## src/paet_pkg.sv

```systemverilog
/*
  Shared constants for the process alarm type evaluator: register map,
  reset values, type codes, sample timing and the type decoding helpers.
  Assumes a 100 MHz clock and 16-bit signed engineering values.
*/
package paet_pkg;

  // ***********************************************************
  // Sizes
  // ***********************************************************
  localparam int NUM_CH = 4;
  localparam int VAL_W = 16;
  localparam int TYPE_W = 5;
  localparam int ADDR_W = 8;
  localparam int DATA_W = 32;

  // ***********************************************************
  // Timing
  // ***********************************************************
  localparam int unsigned CLOCK_NS = 10;
  localparam int unsigned SAMPLE_NS = 50_000_000;
  // Sampling period, exact multiple of the clock period
  localparam int unsigned SAMPLE_CYCLES = SAMPLE_NS / CLOCK_NS;
  localparam int SAMPLE_CNT_W = 23;

  // ***********************************************************
  // Register map (byte addresses)
  // ***********************************************************
  localparam logic [7:0] OFS_CTRL = 8'h00;
  localparam logic [7:0] OFS_STATUS = 8'h04;
  localparam logic [7:0] OFS_LBA_TIME = 8'h08;
  localparam logic [7:0] OFS_LBA_BAND = 8'h0c;
  localparam logic [7:0] OFS_TYPE_BASE = 8'h10;
  localparam logic [7:0] OFS_THRESH_BASE = 8'h20;
  localparam int CTRL_HEAT_COOL_BIT = 0;
  localparam int CTRL_RESTART_BIT = 1;
  localparam int STATUS_LBA_BIT = 4;

  // ***********************************************************
  // Reset values
  // ***********************************************************
  localparam logic [4:0] TYPE_RST = 5'h02;
  localparam logic [15:0] THRESH_RST = 16'h0000;
  localparam logic [15:0] LBA_TIME_RST = 16'h0000;
  localparam logic [15:0] LBA_BAND_RST = 16'h0000;
  localparam logic [15:0] MV_FULL = 16'h03e8;

  // ***********************************************************
  // Alarm type codes
  // ***********************************************************
  typedef enum logic [4:0] {
    TY_OFF = 5'h00,
    TY_DEV_HI = 5'h02,
    TY_DEV_LO = 5'h03,
    TY_DEV_HI_SB = 5'h06,
    TY_DEV_LO_SB = 5'h07,
    TY_PV_HI = 5'h08,
    TY_PV_LO = 5'h09,
    TY_PV_HI_SB = 5'h0a,
    TY_PV_LO_SB = 5'h0b,
    TY_LOOP_BREAK = 5'h0c,
    TY_PV_RATE = 5'h0d,
    TY_SP_HI = 5'h0e,
    TY_SP_LO = 5'h0f,
    TY_MV_HI = 5'h10,
    TY_MV_LO = 5'h11,
    TY_RSP_HI = 5'h12,
    TY_RSP_LO = 5'h13
  } paet_type_e;

  // Types that hold the alarm off until first seen clear
  function automatic logic paet_has_standby(logic [4:0] t);
    return (t == TY_DEV_HI_SB) || (t == TY_DEV_LO_SB) ||
           (t == TY_PV_HI_SB) || (t == TY_PV_LO_SB);
  endfunction

  // Codes this block accepts; loop break only on channel 0
  function automatic logic paet_type_ok(logic [4:0] t, logic [1:0] ch);
    return (t == TY_DEV_HI) || (t == TY_DEV_LO) ||
           ((t >= TY_DEV_HI_SB) && (t <= TY_PV_LO_SB)) ||
           ((t == TY_LOOP_BREAK) && (ch == 2'h0)) ||
           ((t >= TY_PV_RATE) && (t <= TY_RSP_LO));
  endfunction

endpackage

```

## src/paet_meas_if.sv

```systemverilog
/*
  Measurement bundle handed from the top to every channel evaluator.
  Assumes all values are sampled on the block clock.
*/
`timescale 1ns/1ps
interface paet_meas_if;
  logic signed [15:0] process_value;
  logic signed [15:0] set_point;
  logic signed [15:0] manipulated_variable;
  logic signed [15:0] manipulated_variable_cool;
  logic signed [15:0] remote_set_point;
  logic signed [16:0] pv_rate;
  logic heat_cool;
  logic loop_break_alarm;
  modport source (
    output process_value, set_point, manipulated_variable,
    output manipulated_variable_cool, remote_set_point, pv_rate,
    output heat_cool, loop_break_alarm
  );
  modport sink (
    input process_value, set_point, manipulated_variable,
    input manipulated_variable_cool, remote_set_point, pv_rate,
    input heat_cool, loop_break_alarm
  );
endinterface // paet_meas_if

```

## src/paet_top.sv

```systemverilog
/*
  Process alarm type evaluator: four alarm channels, each with its own
  type code and threshold, compared once per sampling period against
  the process value, set point, MV or remote set point. Also holds the
  loop break detector and the PV change rate source.
  Assumes measurement inputs come from logic on the same clock, and a
  register master that follows the strobe protocol of this code base.
*/
// Added by the designer: the strobed register port and the placing of the registers.
`timescale 1ns/1ps

module paet_top #(
  parameter int unsigned SAMPLE_CYCLES = paet_pkg::SAMPLE_CYCLES
) (
  input wire logic clock,
  input wire logic reset,
  input wire logic [7:0] reg_addr,
  input wire logic [31:0] reg_wdata,
  input wire logic reg_write,
  input wire logic reg_read,
  output logic [31:0] reg_rdata,
  input wire logic signed [15:0] process_value,
  input wire logic signed [15:0] set_point,
  input wire logic signed [15:0] manipulated_variable,
  input wire logic signed [15:0] manipulated_variable_cool,
  input wire logic signed [15:0] remote_set_point,
  output logic [3:0] alarm_out,
  output logic sample_tick
);

  // ***********************************************************
  // Helpers
  // ***********************************************************

  // Channel register hit: base page plus word index
  function automatic logic chan_hit(logic [7:0] addr, logic [7:0] base);
    return (addr[7:4] == base[7:4]) && (addr[1:0] == 2'h0);
  endfunction

  // ***********************************************************
  // Declarations
  // ***********************************************************
  localparam int NCH = paet_pkg::NUM_CH;
  localparam logic [22:0] SAMPLE_LAST = 23'(SAMPLE_CYCLES - 1);

  paet_meas_if meas ();

  logic [22:0] tick_cnt_q;
  logic [22:0] tick_cnt_d;
  logic sample_q;
  logic heat_cool_q;
  logic [15:0] lba_time_q;
  logic [15:0] lba_band_q;
  logic [4:0] type_q [NCH];
  logic signed [15:0] thresh_q [NCH];
  logic [NCH-1:0] rearm_q;
  logic [NCH-1:0] alarm_q;
  logic [NCH-1:0] alarm_now;
  logic [NCH-1:0] raw;
  logic signed [15:0] pv_prev_q;
  logic [15:0] lba_cnt_q;
  logic signed [15:0] lba_ref_q;
  logic lba_q;
  logic [31:0] rdata_q;
  logic [31:0] rdata_d;

  // ***********************************************************
  // Register write decode
  // ***********************************************************

  // Write strobes for the shared registers
  wire logic wr_ctrl = reg_write && (reg_addr == paet_pkg::OFS_CTRL);
  wire logic wr_lba_time = reg_write &&
                           (reg_addr == paet_pkg::OFS_LBA_TIME);
  wire logic wr_lba_band = reg_write &&
                           (reg_addr == paet_pkg::OFS_LBA_BAND);
  wire logic wr_type_page = reg_write &&
                            chan_hit(reg_addr, paet_pkg::OFS_TYPE_BASE);
  wire logic wr_thr_page = reg_write &&
                           chan_hit(reg_addr, paet_pkg::OFS_THRESH_BASE);
  wire logic [1:0] wr_ch = reg_addr[3:2];
  // Restart pulse re-arms every standby gate at once
  wire logic restart = wr_ctrl && reg_wdata[paet_pkg::CTRL_RESTART_BIT];
  wire logic [4:0] wtype = reg_wdata[4:0];

  // ***********************************************************
  // Sampling period
  // ***********************************************************

  // one comparison point per sampling period
  assign tick_cnt_d = (tick_cnt_q == SAMPLE_LAST) ? 23'h000000 :
                      tick_cnt_q + 23'h000001;

  // Sample counter and strobe
  always_ff @(posedge clock) begin
    if (reset) begin
      tick_cnt_q <= 23'h000000;
      sample_q <= 1'b0;
    end else begin
      tick_cnt_q <= tick_cnt_d;
      sample_q <= (tick_cnt_q == SAMPLE_LAST);
    end
  end

  // ***********************************************************
  // Shared control registers
  // ***********************************************************

  // Mode, loop break time and band
  always_ff @(posedge clock) begin
    if (reset) begin
      heat_cool_q <= 1'b0;
      lba_time_q <= paet_pkg::LBA_TIME_RST;
      lba_band_q <= paet_pkg::LBA_BAND_RST;
    end else begin
      if (wr_ctrl) begin
        heat_cool_q <= reg_wdata[paet_pkg::CTRL_HEAT_COOL_BIT];
      end
      if (wr_lba_time) begin
        lba_time_q <= reg_wdata[15:0];
      end
      if (wr_lba_band) begin
        lba_band_q <= reg_wdata[15:0];
      end
    end
  end

  // ***********************************************************
  // Per channel registers and evaluation
  // ***********************************************************
  genvar g;
  generate
    for (g = 0; g < NCH; g = g + 1) begin : g_ch
      wire logic wr_type = wr_type_page && (wr_ch == 2'(g));
      wire logic wr_thr = wr_thr_page && (wr_ch == 2'(g));

      // refused codes are stored as alarm off
      wire logic [4:0] type_in = paet_pkg::paet_type_ok(wtype, 2'(g)) ?
                                 wtype : paet_pkg::TY_OFF;

      // Type and threshold storage; type change re-arms standby
      always_ff @(posedge clock) begin
        if (reset) begin
          type_q[g] <= paet_pkg::TYPE_RST;
          thresh_q[g] <= paet_pkg::THRESH_RST;
          rearm_q[g] <= 1'b0;
        end else begin
          if (wr_type) begin
            type_q[g] <= type_in;
          end
          if (wr_thr) begin
            thresh_q[g] <= reg_wdata[15:0];
          end
          rearm_q[g] <= wr_type || restart;
        end
      end

      paet_alarm_eval u_eval (
        .meas(meas.sink),
        .type_code(type_q[g]),
        .threshold(thresh_q[g]),
        .raw(raw[g])
      );

      paet_standby u_standby (
        .clock(clock),
        .reset(reset),
        .sample(sample_q),
        .rearm(rearm_q[g]),
        .use_standby(paet_pkg::paet_has_standby(type_q[g])),
        .raw(raw[g]),
        .alarm(alarm_now[g])
      );
    end
  endgenerate

  // ***********************************************************
  // Measurement bundle
  // ***********************************************************

  // Inputs pass straight through; same clock, no synchroniser
  assign meas.process_value = process_value;
  assign meas.set_point = set_point;
  assign meas.manipulated_variable = manipulated_variable;
  assign meas.manipulated_variable_cool = manipulated_variable_cool;
  assign meas.remote_set_point = remote_set_point;
  assign meas.heat_cool = heat_cool_q;
  assign meas.loop_break_alarm = lba_q;
  assign meas.pv_rate = 17'({process_value[15], process_value}) -
                        17'({pv_prev_q[15], pv_prev_q});

  // ***********************************************************
  // Change rate and loop break
  // ***********************************************************

  // Heating output pinned at full scale
  wire logic mv_saturated = manipulated_variable >= $signed(paet_pkg::MV_FULL);
  // Rise of PV since the loop break window opened
  wire logic signed [16:0] lba_rise = 17'({process_value[15], process_value})
                                    - 17'({lba_ref_q[15], lba_ref_q});
  wire logic lba_stuck = lba_rise < $signed({1'b0, lba_band_q});
  wire logic lba_due = (lba_time_q != 16'h0000) &&
                       (lba_cnt_q == lba_time_q - 16'h0001);

  // loop break judged once per window of lba_time samples
  always_ff @(posedge clock) begin
    if (reset) begin
      pv_prev_q <= 16'h0000;
      lba_cnt_q <= 16'h0000;
      lba_ref_q <= 16'h0000;
      lba_q <= 1'b0;
    end else if (sample_q) begin
      pv_prev_q <= process_value;
      if (!mv_saturated || (lba_time_q == 16'h0000)) begin
        lba_cnt_q <= 16'h0000;
        lba_ref_q <= process_value;
        lba_q <= 1'b0;
      end else if (lba_due) begin
        lba_cnt_q <= 16'h0000;
        lba_ref_q <= process_value;
        lba_q <= lba_stuck;
      end else begin
        lba_cnt_q <= lba_cnt_q + 16'h0001;
      end
    end
  end

  // ***********************************************************
  // Alarm outputs
  // ***********************************************************

  // outputs change only on a sample strobe
  always_ff @(posedge clock) begin
    if (reset) begin
      alarm_q <= '0;
    end else if (sample_q) begin
      alarm_q <= alarm_now;
    end
  end

  assign alarm_out = alarm_q;
  assign sample_tick = sample_q;

  // ***********************************************************
  // Register read
  // ***********************************************************

  // Read mux; unmapped addresses read as zero
  always_comb begin
    rdata_d = 32'h00000000;
    if (!reg_read) begin
      rdata_d = 32'h00000000;
    end else if (reg_addr == paet_pkg::OFS_CTRL) begin
      rdata_d[paet_pkg::CTRL_HEAT_COOL_BIT] = heat_cool_q;
    end else if (reg_addr == paet_pkg::OFS_STATUS) begin
      rdata_d[3:0] = alarm_q;
      rdata_d[paet_pkg::STATUS_LBA_BIT] = lba_q;
    end else if (reg_addr == paet_pkg::OFS_LBA_TIME) begin
      rdata_d[15:0] = lba_time_q;
    end else if (reg_addr == paet_pkg::OFS_LBA_BAND) begin
      rdata_d[15:0] = lba_band_q;
    end else if (chan_hit(reg_addr, paet_pkg::OFS_TYPE_BASE)) begin
      rdata_d[4:0] = type_q[reg_addr[3:2]];
    end else if (chan_hit(reg_addr, paet_pkg::OFS_THRESH_BASE)) begin
      rdata_d[15:0] = thresh_q[reg_addr[3:2]];
    end
  end

  // Read data valid in the cycle after the strobe only
  always_ff @(posedge clock) begin
    if (reset) begin
      rdata_q <= 32'h00000000;
    end else begin
      rdata_q <= rdata_d;
    end
  end

  assign reg_rdata = rdata_q;

endmodule // paet_top

```

## src/paet_alarm_eval.sv

```systemverilog
/*
  One channel's level comparison: picks the monitored value and the
  direction from the type code. Purely combinational.
  Assumes the threshold and all values are 16-bit signed.
*/
`timescale 1ns/1ps
module paet_alarm_eval (
  paet_meas_if.sink meas,
  input wire logic [4:0] type_code,
  input wire logic signed [15:0] threshold,
  output logic raw
);

  // Widened operands so sums cannot wrap
  wire logic signed [16:0] pv_w = {meas.process_value[15],
                                  meas.process_value};
  wire logic signed [16:0] sp_w = {meas.set_point[15], meas.set_point};
  wire logic signed [16:0] th_w = {threshold[15], threshold};
  wire logic signed [16:0] dev_hi_lim = sp_w + th_w;
  wire logic signed [16:0] dev_lo_lim = sp_w - th_w;
  // Lower MV limit watches the cooling side under heating/cooling
  wire logic signed [15:0] mv_low_src = meas.heat_cool ?
      meas.manipulated_variable_cool : meas.manipulated_variable;

  // Type selection; unknown codes leave the alarm off
  always_comb begin
    raw = 1'b0;
    case (type_code)
      // deviation high, with or without standby
      paet_pkg::TY_DEV_HI, paet_pkg::TY_DEV_HI_SB: raw = pv_w >= dev_hi_lim;
      // deviation low, with or without standby
      paet_pkg::TY_DEV_LO, paet_pkg::TY_DEV_LO_SB: raw = pv_w <= dev_lo_lim;
      paet_pkg::TY_PV_HI, paet_pkg::TY_PV_HI_SB:
        raw = meas.process_value > threshold;
      paet_pkg::TY_PV_LO, paet_pkg::TY_PV_LO_SB:
        raw = meas.process_value < threshold;
      paet_pkg::TY_LOOP_BREAK: raw = meas.loop_break_alarm;
      // rate of change, sign of threshold picks direction
      paet_pkg::TY_PV_RATE:
        raw = threshold[15] ? (meas.pv_rate < th_w) : (meas.pv_rate > th_w);
      paet_pkg::TY_SP_HI: raw = meas.set_point > threshold;
      paet_pkg::TY_SP_LO: raw = meas.set_point < threshold;
      paet_pkg::TY_MV_HI: raw = meas.manipulated_variable > threshold;
      paet_pkg::TY_MV_LO: raw = mv_low_src < threshold;
      paet_pkg::TY_RSP_HI: raw = meas.remote_set_point > threshold;
      paet_pkg::TY_RSP_LO: raw = meas.remote_set_point < threshold;
      default: raw = 1'b0;
    endcase
  end

endmodule // paet_alarm_eval

```

## src/paet_standby.sv

```systemverilog
/*
  Standby gate for one channel: after start-up or re-arm the alarm is
  held off until a sample finds the condition clear.
  Assumes sample is a one-cycle pulse on the block clock.
*/
`timescale 1ns/1ps
module paet_standby (
  input wire logic clock,
  input wire logic reset,
  input wire logic sample,
  input wire logic rearm,
  input wire logic use_standby,
  input wire logic raw,
  output logic alarm
);

  logic waiting_q;
  logic waiting_d;

  // waiting clears on first clear sample; re-arm wins
  assign waiting_d = rearm ? 1'b1 :
                     (sample && !raw) ? 1'b0 : waiting_q;
  assign alarm = raw && !(use_standby && waiting_q);

  // Waiting flag
  always_ff @(posedge clock) begin
    if (reset) begin
      waiting_q <= 1'b1;
    end else begin
      waiting_q <= waiting_d;
    end
  end

endmodule // paet_standby

```

## config.mk

```make
export PLATFORM = sky130hd
export DESIGN_NAME = paet_top
export DESIGN_NICKNAME = d
export VERILOG_FILES = /design/src/paet_pkg.sv /design/src/paet_meas_if.sv /design/src/paet_top.sv /design/src/paet_alarm_eval.sv /design/src/paet_standby.sv
export SDC_FILE = /design/constraint.sdc
export NUM_CORES = 1
export LEC_CHECK = 0
export ABC_AREA = 1
export BUFFER_PORTS_ARGS = -buffer_cell sky130_fd_sc_hd__buf_2
export CORE_MARGIN = 1
export CORE_UTILIZATION = 55
export CTS_CLUSTER_SIZE = 30
export DETAILED_ROUTE_END_ITERATION = 10
export PLACE_DENSITY = 0.81
export SYNTH_ARGS = -nofsm -noshare
export SYNTH_HDL_FRONTEND = slang
export SYNTH_HIERARCHICAL = 1
export SYNTH_SLANG_ARGS = --single-unit
export TNS_END_PERCENT = 20
```

## constraint.sdc

```tcl
create_clock -name clock -period 10.8 [get_ports clock]
set_input_delay 0 -clock clock [delete_from_list [all_inputs] [get_ports clock]]
set_output_delay 0 -clock clock [all_outputs]
set_load 0.02 [all_outputs]
```

## Word-level counts from Yosys, hierarchy flattened

Memories as Yosys holds them, arrays and structs flattened.
Index checks and enable logic that the tools add are counted.

- Output and inout bits: 37
- Memory bits (writable): 84
- Logic and storage cells: 328
- Register bits: 150
- Memories: 2

- Muxes and demuxes: 58
- Reductions and logical operators: 93
- Eq/ne operators: 77
- Bitwise operators: 9
- Add/subtract/negate cells: 13
- Order comparisons: 54

Memory list:

| memory | words | width | rd ports | clocked after memory_dff | wr ports | line | text |
|---|---|---|---|---|---|---|---|
| thresh_q | 4 | 16 | 5 | 0 | 4 | paet_top.sv:55 | `logic signed [15:0] thresh_q [NCH];` |
| type_q | 4 | 5 | 5 | 0 | 4 | paet_top.sv:54 | `logic [4:0] type_q [NCH];` |

Operators with widths:

| kind | count |
|---|---|
| 16-bit greater-than comparator | 16 |
| 16-bit < comparator | 16 |
| 16-bit 2-to-1 mux | 12 |
| 5-bit by 4-bit equality test with 1-bit output, second input constant | 33 |
| 16-bit by 16-bit subtractor with 17-bit output | 6 |
| 5-bit equality test, second input constant | 16 |
| 16-bit by 16-bit adder with 17-bit output | 4 |
| 16-bit by 17-bit >= comparator with 1-bit output | 4 |
| 17-bit by 16-bit greater-than comparator with 1-bit output | 4 |
| 16-bit by 17-bit less-or-equal comparator with 1-bit output | 4 |
| 17-bit by 16-bit < comparator with 1-bit output | 4 |
| 5-bit by 2-bit equality test with 1-bit output, second input constant | 10 |
| 1-bit case mux with 12 select lines | 4 |
| 2-bit OR reduction | 22 |
| 5-bit by 3-bit equality test with 1-bit output, second input constant | 8 |
| 5-bit 2-to-1 mux | 8 |
| 1-bit 2-to-1 mux | 33 |
| 1-bit logical AND | 31 |
| 23-bit by 1-bit adder with 23-bit output, second input constant | 1 |
| 23-bit equality test, second input constant | 1 |
| 1-bit logical OR | 22 |
| 17-bit < comparator | 1 |
| 16-bit by 1-bit adder with 16-bit output, second input constant | 1 |
| 16-bit equality test | 1 |
| other kinds (24) | 42 |

## Longest topological paths before layout

- Depth in word-level cells: 8
- Mapped depth: 32
- Gate-level depth less buffers: 32

## By module

The synthesis kept the hierarchy.

Modules (own cells, without submodules):

| module | area each (µm²) | times used | cells an instance | sequential area each (µm²) |
|---|---|---|---|---|
| paet_alarm_eval at g_ch[0].u_eval ... | 4,744.6 | 3 | 757 | 0.0 |
| paet_top | 11,594.9 | 1 | 1,471 | 5,124.9 |
| paet_alarm_eval at g_ch[1].u_eval | 4,733.3 | 1 | 736 | 0.0 |
| paet_standby | 43.8 | 4 | 7 | 20.0 |

## Least setup slack after synthesis

No wires, ideal clock.

- Path type: reg2reg
- From: register pv_prev_q[0]
- To: register alarm_q[1] (netlist: alarm_out[1])
- Arrival time: 3.474 ns
- Cell stages (with the launch flop): 32
- Period minus slack after synthesis: 3.590 ns
- Setup slack: 7.210 ns
- Path through: dfxtp_1 -> ha_1 -> fa_1 -> nand3b_1 -> nand3_1 -> a21oi_1 -> o21ai_0 -> nand3_1 -> nand2_1 -> a21oi_1 -> xnor2_1 -> ha_1 -> nand2_1 -> inv_1 -> nand2_1 -> nand2_1 -> nand2_1 -> nand2_1 -> nor2_1 -> nand2_1 -> nand2_1 -> nand2_1 -> nand2_1 -> nand2_1 -> nand2_1 -> nand3_1 -> nor2_1 -> nand2_1 -> inv_1 -> a21oi_1 -> nor2_1 -> nor2_1

- Word-level cells in the longest chain between the ends: 5
- Elaborated cells between the ends (all ways): 6

Ends and longest elaborated chain:

| item | line | text |
|---|---|---|
| start, declared | paet_top.sv:60 | `logic signed [15:0] pv_prev_q;` |
| start signal, assigned | paet_top.sv:213 | `pv_prev_q <= process_value;` |
| 16-bit by 16-bit subtractor with 17-bit output * | paet_top.sv:189 | `assign meas.pv_rate = 17'({process_value[15], process_value}) -` |
| net meas.pv_rate[12] | paet_meas_if.sv:12 | `logic signed [16:0] pv_rate;` |
| 17-bit by 16-bit greater-than comparator with 1-bit output or 17-bit by 16-bit < comparator with 1-bit output (tied branches) | paet_alarm_eval.sv:40 | `raw = threshold[15] ? (meas.pv_rate < th_w) : (meas.pv_rate > th_w);` |
| 1-bit 2-to-1 mux * | paet_alarm_eval.sv:40 |  |
| 1-bit case mux with 12 select lines * | paet_alarm_eval.sv:28 | `case (type_code)` |
| net raw[1] | paet_top.sv:59 | `logic [NCH-1:0] raw;` |
| 1-bit logical AND * | paet_standby.sv:23 | `assign alarm = raw && !(use_standby && waiting_q);` |
| net alarm_now[1] | paet_top.sv:58 | `logic [NCH-1:0] alarm_now;` |
| end signal, assigned | paet_top.sv:237 | `alarm_q <= alarm_now;` |
| end, declared | paet_top.sv:57 | `logic [NCH-1:0] alarm_q;` |

Mark *: on every way through the listed nets, which the timed path passes. The rest lies on a longest branch.
A chain may end at the register's enable or synchronous reset.

## Final worst setup path

- From: input process_value[0]
- To: register alarm_q[0] (netlist: alarm_out[0])

- Word-level cells in the longest chain between the ends: 5
- Elaborated cells between the ends (all ways): 10

Ends and longest elaborated chain:

| item | line | text |
|---|---|---|
| start, declared | paet_top.sv:22 | `input wire logic signed [15:0] process_value,` |
| 16-bit by 16-bit subtractor with 17-bit output * | paet_top.sv:189 |  |
| net meas.pv_rate[12] | paet_meas_if.sv:12 |  |
| 17-bit by 16-bit greater-than comparator with 1-bit output or 17-bit by 16-bit < comparator with 1-bit output (tied branches) | paet_alarm_eval.sv:40 |  |
| 1-bit 2-to-1 mux * | paet_alarm_eval.sv:40 |  |
| 1-bit case mux with 12 select lines * | paet_alarm_eval.sv:28 |  |
| net raw[0] | paet_top.sv:59 |  |
| 1-bit logical AND * | paet_standby.sv:23 |  |
| net alarm_now[0] | paet_top.sv:58 |  |

Marked as above.

==> summary.md <==
| Metric | Value |
|---|---|
| FF+latch area | `approximately 5200 µm²` |
| Fmax achieved | `0.190 GHz` |
| Hold Path Class | `input port to register` |
| CTS tree | `built` |
| Nets | `between 5000 and 6000` |
| GRT met3 Usage | `0.0838` |
| Clk buf depth | `3` |
| Total wire length | `between 100 and 150 mm` |
| Pre-CTS WS | `around 5600 ps` |
| Die extent in y | `238 µm` |
| Met1 Usage GRT | `0.511` |
| Layer with the highest usage | `met2` |
| Synth warn | `6` |
| Clock Skew | `22.6 ps` |
| Clk Latency, worst-skew pair | `510 ps` |
| Setup crit end kind | `register` |
| Synth area leaders | `ha_1 26%, nand2_1 14%, dfxtp_1 8.7%` |
| Post-route insts no fill | `5391` |
| Grt met2 use | `0.600` |
| Worst path top cell family by delay | `simple AND/OR/NAND/NOR gates` |
| CP startpoint kind | `input port` |
| Number of global-route vias before repair | `29000` |
| CP bufs+invs | `5` |
| Die ar. | `~57000 µm²` |
| VDD IR max | `roughly 0.14 mV` |
| Largest net degree at the start of global routing | `86` |
| Hold-fix buffers, CTS | `29` |
| Yosys cell types | `69` |
| Sequential element share of the synthesized area | `0.169` |
| Prevailing post-synth register cell | `dfxtp_1` |
| Cell count after placement | `roughly 5300` |
| P_leak | `approximately 17 nW` |
| Total GRT Usage | `0.397` |
| # setup viols final | `0` |
| Clock transition at the registers of the reported paths | `approximately 70 ps` |
| Fillers | `5334` |
| First-pass GRT wire length | `170 mm` |
| First-pass detailed-route iteration total | `6` |
| Layout cell share with drive strength beyond 1 | `0.0649` |
| I/O pins | `161` |
| Worst slew pin tran | `1000 ps` |
| PD cells | `between 90 and 100 nW/µm²` |
| Setup Crit Path Kind | `input port to register` |
| CP most frequent cell | `nand2_1` |
| DRC Markers | `0` |
| Routed via count | `32300` |
| WP data required | `between 10000 and 15000 ps` |
| Most frequent cells in the layout | `1125 x nand2_1, 634 x ha_1, 557 x inv_1` |
| Placed cell areas | `around 32000 µm²` |
| CP max FO | `6` |
| Clk root buf | `clkbuf_16` |
| Setup TNS | `0 ps` |
| Die span in x | `238 µm` |
| CTS buffer count | `19` |
| Site Rows | `86` |
| IO Port Bufs | `about 130` |
| Mapped Cells | `between 4000 and 5000` |
| Area Overhead vs Synth | `7.05%` |
| Crit path time final | `5270 ps` |
| Initial DRC count | `approximately 3500` |
| Number of synthesized flops with an enable pin | `84` |
| Outcome | `complete, no violations` |
| Max-cap violations | `0` |
| Syn Area/Cell | `6.82 µm²` |
| Slew Limit Headroom | `0.330` |
| Area share of the largest cell type after synthesis | `0.258` |
| Routed wire per std cell | `around 21 µm` |
| CTS Sinks | `around 220` |
| Initial Util | `0.557` |
| Async SR Flop Fraction | `0` |
| Antenna violations before repair | `3` |
| Synth Cell Area | `about 31000 µm²` |
| DR vias/cell | `~6.0` |
| Crit share post-route | `0.488` |
| Final hold violations | `0` |
| H-tree depth | `1` |
| Final design instance area without fill | `between 30000 and 40000 µm²` |
| Gr ovfl total | `0` |
| Final WS setup | `around 5500 ps` |
| WP data arrival | `5660 ps` |
| Placeable Area | `roughly 55000 µm²` |
| Most common cell after layout, fill and taps aside | `nand2_1` |
| Max Slew Vio Count | `0` |
| RSZ-0062 raised after global routing | `false` |
| Crit path largest cell delay | `between 600 and 700 ps` |
| Setup bufs post-CTS | `0` |
| Post-CTS Resized | `0` |
| Hold WS | `60.8 ps` |
| RePlAce Congestion | `approximately 1.1` |
| Synth Register Bits | `218` |
| Yosys top cell by area | `ha_1` |
| Detail Placement HPWL | `between 80 and 90 mm` |
| Slowest CP cell | `xnor2_1` |
| Final ANT Viol Nets | `0` |
| Footprint of the multi-input gates | `between 20000 and 25000 µm²` |
## worst min-delay path, stage by stage
cell	delay (ps)
buf_2	120
nor2_1	80
nand2_1	60
nor4_1	90
nand2_1	70
a31oi_1	90
## per-layer routing
layer	routed length, µm	part of all wire	vias up
met1	45400	0.39	14800
li1	-	-	15300
met3	13800	0.12	397
met4	8620	0.075	2
met5	11	0.000095	-
met2	47600	0.41	1775
## power breakdown
part,switching [mW],internal [mW]
Combinational,0.897,0.476
Sequential,0.0447,0.871
Clock,0.306,0.380
## final cells by class
cell class                 instances  area share
tap                              748      0.0284
multi-input combinational       3631       0.695
clock inverter                     7     0.00217
inverter                         573      0.0654
antenna                            5    0.000380
sequential                       218       0.158
clock buffer                      27      0.0166
timing repair buffer             182      0.0340
## cells in the mapped netlist (all sizes together) (84+ instances only)
master and n:
o21ai 193, inv 570, a21oi 392, nor2 456, edfxtp 84, xor2 140
nand3 193, nand4 90, ha 634, dfxtp 134, nand2 1139, nor3 91
## through the flow
stage | power, mW | utilization
6_report | 2.97 | 0.596
2_1_floorplan | 1.85 | -
3_3_place_gp | 2.22 | 0.579
3_5_place_dp | 2.25 | 0.579
4_1_cts | 2.93 | 0.596
5_1_grt | 3.16 | 0.596
## state kept, by name, indices dropped and copies added, names as in the netlist
| register | count |
|---|---|
| alarm_out | 4 |
| lba_band_q | 16 |
| type_q | 20 |
| lba_cnt_q | 16 |
| reg_rdata | 16 |
| tick_cnt_q | 23 |
| lba_time_q | 16 |
| lba_q | 1 |
| pv_prev_q | 16 |
| thresh_q | 64 |
| g_ch.u_standby/waiting_q | 4 |
| sample_tick | 1 |
| rearm_q | 4 |
| heat_cool_q | 1 |
| lba_ref_q | 16 |
## kinds of logic (layout without fill, tap and decap cells)
family / Yosys count / count (layout) / synth area share
flops: 218 / 218 / 0.169
xor+xnor: 157 / 157 / 0.0447
buf+inv: 672 / 789 / 0.0887
simple gates: 2032 / 2032 / 0.278
fa+ha+maj: 644 / 644 / 0.265
compound gates: 782 / 782 / 0.154
other cells: 1 / 21 / 0.000122
## worst paths after layout
check	startpoint	end	slack, ps	depth (start not counted)
worst min-delay path	reg_addr[3]	reg_rdata[4]	60	6
worst min register to register	rearm_q[2]	g_ch[2].u_standby/waiting_q	420	2
worst max register to register	pv_prev_q[0]	alarm_out[0]	5680	31
worst max-delay path	process_value[0]	alarm_out[0]	5530	34
Note: power is estimated with default switching activity, not from simulation.
